$ cat config.mk
export PLATFORM = sky130hd
export DESIGN_NAME = emp_mode_entry
export DESIGN_NICKNAME = d
export VERILOG_FILES = /design/src/logic/emp_pkg.sv /design/src/logic/emp_mode_entry.sv
export VERILOG_INCLUDE_DIRS = /design/src /design/src/logic
export SDC_FILE = /design/constraint.sdc
export NUM_CORES = 1
export LEC_CHECK = 0
export CORE_ASPECT_RATIO = 0.5
export CORE_MARGIN = 2
export CORE_UTILIZATION = 52
export DETAILED_ROUTE_END_ITERATION = 10
export DONT_BUFFER_PORTS = 1
export PLACE_DENSITY = 0.7
export SLEW_MARGIN = 15
export SYNTH_ARGS = -nofsm -noshare
export SYNTH_HDL_FRONTEND = slang
export SYNTH_SLANG_ARGS = --single-unit
$ cat constraint.sdc
create_clock -name i_clk -period 1.29 [get_ports i_clk]
set_clock_uncertainty 0.05 [all_clocks]
set_input_delay 0.129 -clock i_clk [delete_from_list [all_inputs] [get_ports i_clk]]
set_output_delay 0.129 -clock i_clk [all_outputs]
set_load 0.02 [all_outputs]
$ cat src/logic/emp_consts.svh
`ifndef EMP_CONSTS_SVH
`define EMP_CONSTS_SVH
// memory size selects the top address bit in use
`define EMP_SIZE_16K      2'h0
`define EMP_SIZE_32K      2'h1
`define EMP_SIZE_64K      2'h2
`define EMP_ENC_TOP_ADDR  16'h003f
`define EMP_LOCK_NONE     2'h0
`define EMP_LOCK_BIT1     2'h1
`define EMP_LOCK_BIT2     2'h2
`define EMP_LOCK_BIT3     2'h3
`endif

$ cat src/logic/emp_pkg.sv
package emp_pkg;
  typedef enum logic [2:0] {
    EMP_MODE_NONE,
    EMP_MODE_PROGRAM_PULSE_N_CODE,
    EMP_MODE_VERIFY_CODE,
    EMP_MODE_PROGRAM_PULSE_N_ENCRYPT,
    EMP_MODE_READ_SIG,
    EMP_MODE_PROGRAM_PULSE_N_LOCK
  } emp_mode_t;

  // pin levels seen by the mode decoder
  typedef struct packed {
    logic       reset;
    logic       program_pulse_n_store_strobe_n;
    logic       program_pulse_n;
    logic       vpp_high;
    logic       ext_access_program_pulse_n_supply;
    logic [7:0] p1;
    logic [7:0] p2;
    logic [7:0] p3;
  } emp_pins_t;

  // one decoded memory request
  typedef struct packed {
    emp_mode_t   mode;
    logic [1:0]  lock_sel;
    logic [15:0] addr;
    logic        write;
  } emp_req_t;
endpackage

$ cat src/logic/emp_mode_entry.sv
`timescale 1ns/10ps
`include "emp_consts.svh"
// Behaviour
// host drives strobe low during reset
// emulation entered if strobe low at release
// emulation held until next ordinary reset
// emulation: pins weak pulled, port0 floats
// emulator drives board while device released
// programmer holds pins steady during operation
// address from p1, p2[5:0], p3[5:4]
// data passes on port 0 bits 0-7
// program code mode pin decode
// verify code mode, byte out on port0
// signature read and encryption array decode
// lock bit programming and selection
// decode only in reset; ignore undefined combos
module emp_mode_entry
  import emp_pkg::*;
(
  input  wire logic        i_clk,
  input  wire logic        i_resetn,
  input  wire emp_pins_t   i_pins,
  input  wire logic        i_ale_in,
  input  wire logic [1:0]  i_mem_size,
  input  wire logic [7:0]  i_p0_in,
  input  wire logic [7:0]  i_mem_rdata,
  input  wire logic [7:0]  i_sig_rdata,
  output logic             o_emulation,
  output logic             o_pins_release_n,
  output logic             o_p0_oe_n,
  output logic [7:0]       o_p0_out,
  output emp_req_t         o_req,
  output logic             o_mem_wr,
  output logic [7:0]       o_mem_wdata
);

  // ***************************************
  // emulation entry
  // ***************************************
  logic        emul_q;
  logic        rst_q;
  logic        ale_low_q;
  logic        rst_rise;
  logic        rst_fall;
  logic        setup_ok;
  logic        program_pulse_n_row;
  logic        read_row;
  logic        lock_row;
  logic        is_program_pulse_n;
  logic        is_read;
  logic        enc_in_range;
  logic        wr_allowed;
  logic [1:0]  top_en;
  logic [1:0]  addr_top;
  emp_mode_t   mode_d;
  logic [1:0]  lock_d;
  logic [15:0] addr_d;

  // reset pin level of the previous clock, for edge detection
  always_ff @(posedge i_clk or negedge i_resetn) begin
    if (!i_resetn) begin
      rst_q <= 1'b0;
    end else begin
      rst_q <= i_pins.reset;
    end
  end

  // strobe low with program store strobe high, one clock before release
  always_ff @(posedge i_clk or negedge i_resetn) begin
    if (!i_resetn) begin
      ale_low_q <= 1'b0;
    end else begin
      ale_low_q <= !i_ale_in && i_pins.program_pulse_n_store_strobe_n;
    end
  end

  // rst_q clears to 0, so a pin held high through chip reset reads as a rise, never a fall
  assign rst_rise = i_pins.reset && !rst_q;
  assign rst_fall = rst_q && !i_pins.reset;

  // entry is judged on the falling edge of reset, using the strobe seen then and the sample one clock earlier in ale_low_q
  always_ff @(posedge i_clk or negedge i_resetn) begin
    if (!i_resetn) begin
      emul_q <= 1'b0;
    end else if (rst_rise) begin
      emul_q <= 1'b0;
    end else if (rst_fall) begin
      emul_q <= ale_low_q && !i_ale_in;
    end
  end

  // ***************************************
  // set-up mode decode
  // ***************************************
  // every row needs reset high and program store strobe low
  assign setup_ok = i_pins.reset && !i_pins.program_pulse_n_store_strobe_n;

  // program code and encryption array rows
  assign program_pulse_n_row = setup_ok
                    && i_pins.vpp_high
                    && !i_pins.p2[6]
                    && i_pins.p2[7]
                    && i_pins.p3[3]
                    && i_pins.p3[7];

  // verify and signature rows; a programming voltage on the pin rules them out
  assign read_row = setup_ok
                    && !i_pins.vpp_high
                    && i_pins.program_pulse_n
                    && i_pins.ext_access_program_pulse_n_supply
                    && !i_pins.p2[6]
                    && !i_pins.p3[3];

  // lock bit rows; the bit itself is picked by three more pins
  assign lock_row = setup_ok
                    && i_pins.vpp_high
                    && i_pins.p2[6]
                    && i_pins.p3[3];

  always_comb begin
    mode_d = EMP_MODE_NONE;
    lock_d = `EMP_LOCK_NONE;
    if (program_pulse_n_row) begin
      if (i_pins.p3[6]) begin
        mode_d = EMP_MODE_PROGRAM_PULSE_N_CODE;
      end else begin
        mode_d = EMP_MODE_PROGRAM_PULSE_N_ENCRYPT;
      end
    end else if (read_row) begin
      if (i_pins.p3[6] && i_pins.p3[7]) begin
        mode_d = EMP_MODE_VERIFY_CODE;
      end else if (!i_pins.p3[6] && !i_pins.p3[7]) begin
        mode_d = EMP_MODE_READ_SIG;
      end
    end else if (lock_row) begin
      unique case ({i_pins.p2[7], i_pins.p3[6], i_pins.p3[7]})
        3'b111:  lock_d = `EMP_LOCK_BIT1;
        3'b100:  lock_d = `EMP_LOCK_BIT2;
        3'b010:  lock_d = `EMP_LOCK_BIT3;
        default: lock_d = `EMP_LOCK_NONE;
      endcase
      if (lock_d != `EMP_LOCK_NONE) begin
        mode_d = EMP_MODE_PROGRAM_PULSE_N_LOCK;
      end
    end
  end

  // mixed pin combinations fall through to no mode at all
  assign is_program_pulse_n = (mode_d == EMP_MODE_PROGRAM_PULSE_N_CODE)
                   || (mode_d == EMP_MODE_PROGRAM_PULSE_N_ENCRYPT)
                   || (mode_d == EMP_MODE_PROGRAM_PULSE_N_LOCK);
  assign is_read = (mode_d == EMP_MODE_VERIFY_CODE)
                   || (mode_d == EMP_MODE_READ_SIG);

  // ***************************************
  // address assembly
  // ***************************************
  // top bits count only on the larger parts; a smaller part reads them as zero
  assign top_en[0] = (i_mem_size != `EMP_SIZE_16K);
  assign top_en[1] = (i_mem_size == `EMP_SIZE_64K);

  for (genvar b = 0; b < 2; b++) begin : g_addr_top
    assign addr_top[b] = top_en[b] && i_pins.p3[4 + b];
  end

  assign addr_d = {addr_top, i_pins.p2[5:0], i_pins.p1};

  // writes into the encryption array beyond its top address are dropped from o_mem_wr; o_req.write still flags them
  assign enc_in_range = (addr_d <= `EMP_ENC_TOP_ADDR);
  assign wr_allowed   = is_program_pulse_n && ((mode_d != EMP_MODE_PROGRAM_PULSE_N_ENCRYPT) || enc_in_range);

  // ***************************************
  // emulation status outputs
  // ***************************************
  // the pads keep only weak pull-ups while released
  always_ff @(posedge i_clk or negedge i_resetn) begin
    if (!i_resetn) begin
      o_emulation      <= 1'b0;
      o_pins_release_n <= 1'b1;
    end else begin
      o_emulation      <= emul_q;
      o_pins_release_n <= !emul_q;
    end
  end

  // ***************************************
  // memory request outputs
  // ***************************************
  // levels are sampled every clock; the programmer must hold them steady
  always_ff @(posedge i_clk or negedge i_resetn) begin
    if (!i_resetn) begin
      o_req <= '0;
    end else begin
      o_req.mode     <= mode_d;
      o_req.lock_sel <= lock_d;
      o_req.addr     <= addr_d;
      o_req.write    <= is_program_pulse_n && !i_pins.program_pulse_n;
    end
  end

  // a write is only issued on a low program pulse
  always_ff @(posedge i_clk or negedge i_resetn) begin
    if (!i_resetn) begin
      o_mem_wr <= 1'b0;
    end else begin
      o_mem_wr <= wr_allowed && !i_pins.program_pulse_n;
    end
  end

  always_ff @(posedge i_clk or negedge i_resetn) begin
    if (!i_resetn) begin
      o_mem_wdata <= 8'h00;
    end else begin
      o_mem_wdata <= i_p0_in;
    end
  end

  // ***************************************
  // port 0 outputs
  // ***************************************
  // port 0 floats in emulation and except when returning read data
  always_ff @(posedge i_clk or negedge i_resetn) begin
    if (!i_resetn) begin
      o_p0_oe_n <= 1'b1;
    end else begin
      o_p0_oe_n <= emul_q || !is_read;
    end
  end

  always_ff @(posedge i_clk or negedge i_resetn) begin
    if (!i_resetn) begin
      o_p0_out <= 8'h00;
    end else begin
      o_p0_out <= (mode_d == EMP_MODE_READ_SIG) ? i_sig_rdata : i_mem_rdata;
    end
  end

endmodule // emp_mode_entry

-- Word-level counts from Yosys, hierarchy flattened
Index checks and enable logic that the tools add are counted.
- eq/ne operators: 10
- multiplexer cells: 17
- $lt $le $gt $ge: 1
- $add $sub $neg: 0
- shift-type cells: 0
- multiply operators: 0
- divide/modulo/power cells: 0
- reductions and logical operators: 44
- bitwise logic cells: 0
- operators with widths (operator ; count):
    $logic_and A1 B1 Y1 ; 24
    $mux W3 ; 6
    $le A16 B6 Y1 const B ; 1
    $mux W2 ; 7
    $eq A3 B3 Y1 const B ; 4
    $logic_not A1 Y1 ; 12
    $eq A3 B2 Y1 const B ; 3
    $mux W8 ; 1
    $pmux W2 S3 ; 1
    $reduce_bool A2 Y1 ; 3
    $logic_or A1 B1 Y1 ; 5
    $eq A3 B1 Y1 const B ; 1
    $ne A3 B2 Y1 const B ; 1
    $eq A2 B2 Y1 const B ; 1
    $mux W1 ; 2
- flip-flop bits (word level): 45
- latch bits: 0
- memory bits (writable): 0
- output and inout port bits: 42
- bits of input ports: 58
- memories kept: 0
- word-level logic and storage cells: 85
- bits in read-only memories: 0

-- Logic depth before layout (Yosys ltp)
- depth in word-level cells: 19
- mapped depth: 5
- depth with buffers taken out: 4

-- Worst setup path before layout
OpenSTA, ideal clock, no wires.
- path type: input port to flip-flop
- start point: input i_pins[3] in the netlist's numbering
- end point: register o_p0_out[0]
- arrival time: 1208 ps
- data required time: 1115 ps
- path slack: -93 ps
- buffers on the path: 1
- library setup time: 125 ps
- stages on the path: 5
- cell sequence: and4bb_1 nand2_1 or3_1 buf_6 mux2_4
- cells in the longest elaborated chain, start to end: 6
- elaborated cells between the ends (all ways): 10
- those cells by class: eq/ne: 1; mux: 4; reduce/logical: 5
- ends and longest elaborated chain (element ; RTL line ; RTL):
    start: declaration ; emp_mode_entry.sv:22 ; input wire emp_pins_t i_pins,
    $logic_and A1 B1 Y1 / $logic_not A1 Y1 (equally long branches) ; emp_mode_entry.sv:118, emp_mode_entry.sv:112 ;
    $mux W3 / $logic_and A1 B1 Y1 (equally long branches) ; emp_mode_entry.sv:135, emp_mode_entry.sv:112 ;
    $mux W3 ; emp_mode_entry.sv:129 ; end else if (read_row) begin
    $mux W3 * ; emp_mode_entry.sv:123 ; if (program_pulse_n_row) begin
    $eq A3 B3 Y1 * ; emp_mode_entry.sv:234 ; o_p0_out <= (mode_d == EMP_MODE_READ_SIG) ? i_sig_rdata : i_mem_rdata;
    $mux W8 * ; emp_mode_entry.sv:234 ;
    end signal: assignment ; emp_mode_entry.sv:234 ;
    end: declaration ; emp_mode_entry.sv:31 ; output logic [7:0] o_p0_out,
Every way passes the cells marked *; elsewhere a longest branch is shown, timed or not.
A chain may end at the register's enable or synchronous reset.

-- Final worst setup path
- start point: input i_pins[4] in the netlist's numbering
- end point: register o_mem_wr
- cells in the longest elaborated chain, start to end: 5
- ends and longest elaborated chain (element ; RTL line ; RTL):
    $logic_and A1 B1 Y1 ; emp_mode_entry.sv:163 ; assign addr_top[b] = top_en[b] && i_pins.p3[4 + b];
    via addr_d[14] ; emp_mode_entry.sv:57 ; logic [15:0] addr_d;
    $le A16 B6 Y1 (no source line) ; - ;
    $logic_or A1 B1 Y1 ; emp_mode_entry.sv:170 ; assign wr_allowed = is_program_pulse_n && ((mode_d != EMP_MODE_PROGRAM_PULSE_N_ENCRYPT) || enc_in_range);
    $logic_and A1 B1 Y1 ; emp_mode_entry.sv:170 ;
    $logic_and A1 B1 Y1 ; emp_mode_entry.sv:206 ; o_mem_wr <= wr_allowed && !i_pins.program_pulse_n;
    end signal: assignment ; emp_mode_entry.sv:206 ;
    end: declaration ; emp_mode_entry.sv:33 ; output logic o_mem_wr,
The timed path passes the listed nets, and every way through them passes these cells.

==> reports/metrics.cfg <==
[clocking]
cts_made_buffers=5
cts_max_path_buffers=2
cts_max_level=2
cts_sinks=45
clk_pin_slew_ns=0.09
cts_tree=done
post_cts_buffers=0
clock_tree.root_cell=clkbuf_8
clock_latency_ns=0.30

[critical_path]
r2r_setup_slack_ns=0.22
worst-endpoint-arrival_ns=1.42
worst_path_largest_cell_delay_ns=0.55
critPathTopFamily=buffers and inverters
ff2ff_path_depth=3
cp_cell_sequence=dlygate4sd3_1 > o21a_1 > or3_1 > a221oi_1
reg2reg_to=emul_q
cp-end-kind=flip-flop
r2r-start=rst_q
cp-start-kind=input port
path_buf_inv=1
endpoint=o_mem_wr
crit_start=i_pins[4]
crit_slowest_cell=dlygate4sd3_1
cp.depth=4
cp.required_ns=1.43
path_class=input port to flip-flop
critPathMaxFanout=2

[placed_design]
placed_area_mm2=0.00156
place.gp.congestion=0.726
numPortBuffers=0
dp_hpwl_mm=2.25

[status]
status=finished clean

[finish]
synthToLayoutAreaGrowth_pct=44.2
drive_gt1_frac=0.157
final_util=0.813
final_common_cell=dlygate4sd3_1
regArea_mm2=0.00113
final_cell_mix=dlygate4sd3_1 (50), dfrtp_1 (43), mux2_4 (8)
diodes=0
design_area_mm2=0.00217
fillCellCount=150
multi_input_area_um2=349
finalNetCount=211

[pwr]
ir_drop_mv=0.685
p_leak_uw=0.000997
p_per_area_mw_per_mm2=1230

[synth]
netlist_instances=93
yosys_warnings=0
synth_seq_area_share=0.750
ys_seq_elements=45
synthesis.nets=152
yosysUniqueCellTypes=26
synth.avg_cell_area_um2=16.2
syn_area_mm2=0.00150

[global_routing]
busiest_layer=met2
grt_max_degree=46
grt_antenna_before_repair=0
grt.overflow.total=0
grtUsageMet1=0.286
grt_pass1_vias=1083
grt_use_met3=0.0927
grt_pass1_wl_mm=5.82
grt_util_all_layers=0.243
met2_usage=0.403

[floorplanning]
core_mm2=0.00267
dieArea_mm2=0.00336
dieWidth_um=80.1
start_util=0.564
rows=13
die_h_um=42.0
io_pins=100

[sta]
min_period_ns=1.27
finalSetupViolations=0
slew_violations=0
relSlewSlack=0.798
tightest_slew_ns=0.301
hold_violations=0
fin_crit_sh=0.988
fmax_mhz=785
rsz0062_at_grt=false

[route]
routed_wirelength_mm=3.82
drtAntennaViolNets=0
drc=0
via_per_inst=5.09
route.detailed.wl_per_inst_um=20.1
drt-initial-drc-count=28
dr.pass1.iters=4
route.vias.total=968

[flow_run]
max_cap_viol_count=0

[min_path]
min-delay-path-class=input port to flip-flop

==> report_power, final <==
group,internal [uW],switching (uW)
combinational,145,80.2
sequential,1470,105
clock,384,481
==> per-stage QoR <==
step	power [uW]	std cells	setup WS (ns)	setup TNS (ns)	hold slack (ns)
floorplan	1650	93	-0.0932	-0.746	-0.217
global placement	1660	131	-0.145	-1.15	-0.216
detailed placement	1670	131	-0.195	-1.49	-0.216
CTS	2670	190	0.0262	0	0.00942
global route	2780	190	0.000565	0	0.0156
finish	2670	190	0.0160	0	0.00808
==> layout make-up <==
type | count | area share
sequential | 45 | 0.520
timing repair buffer | 54 | 0.250
multi-input combinational | 43 | 0.161
clock buffer | 5 | 0.0317
tap | 37 | 0.0214
clock inverter | 3 | 0.00981
inverter | 3 | 0.00519
==> synth_stat cells (all sizes together) <==
| master | number | share of area |
|---|---|---|
| inv | 3 | 0.0075 |
| nand2 | 7 | 0.017 |
| and3 | 1 | 0.0050 |
| a221oi | 1 | 0.0058 |
| o22ai | 1 | 0.0042 |
| or3 | 2 | 0.0083 |
| buf | 1 | 0.0075 |
| dfstp | 2 | 0.035 |
| ha | 1 | 0.0083 |
| nor2 | 3 | 0.0075 |
| and2 | 2 | 0.0083 |
| xnor2 | 2 | 0.012 |
| nand4 | 2 | 0.0083 |
| a21oi | 1 | 0.0033 |
| o21ai | 1 | 0.0033 |
| o21a | 2 | 0.010 |
| dfrtp | 43 | 0.72 |
| and3b | 1 | 0.0058 |
| nor2b | 1 | 0.0042 |
| o41ai | 1 | 0.0058 |
| nor4 | 2 | 0.0083 |
| mux2 | 8 | 0.080 |
| and4bb | 1 | 0.0083 |
| nor3b | 3 | 0.018 |
| clkbuf | 1 | 0.0025 |
==> timing repair <==
action                                 4_1_cts  5_1_grt
hold buffers                                51        0
endpoints found under the hold margin       85        0
gates resized for setup                      0        0
==> metal layers <==
| layer | vias to the layer above | part of all wire |
|---|---|---|
| li1 | 431 | - |
| met1 | 475 | 0.38 |
| met2 | 56 | 0.50 |
| met3 | 6 | 0.094 |
| met4 | 0 | 0.016 |
| met5 | - | 0 |
==> cell families after synthesis <==
logic type / count (synthesis) / share of synthesized area
and+or+nand+nor: 25 / 0.0998
xor gates and xnor gates: 2 / 0.0116
buffers and inverters: 5 / 0.0175
AOI/OAI and AO/OA: 7 / 0.0324
adders and majority gates: 1 / 0.00832
DFF: 45 / 0.750
muxes: 8 / 0.0799
==> registers in the layout, summed over array words and instances (netlist names) <==
register	count
o_req	22
o_mem_wdata	8
o_p0_out	8
ale_low_q	1
emul_q	1
o_emulation	1
o_mem_wr	1
o_p0_oe_n	1
o_pins_release_n	1
rst_q	1
==> worst min path at each step <==
stage / start / end / cells past startpoint
2_1_floorplan: i_resetn / ale_low_q / 0
3_3_place_gp: i_resetn / o_mem_wdata[7] / 0
3_5_place_dp: i_resetn / o_mem_wdata[1] / 0
4_1_cts: i_pins[28] / emul_q / 2
5_1_grt: i_pins[28] / emul_q / 2
6_report: i_pins[28] / emul_q / 2
No activity file was read; power rests on OpenSTA's default activity.
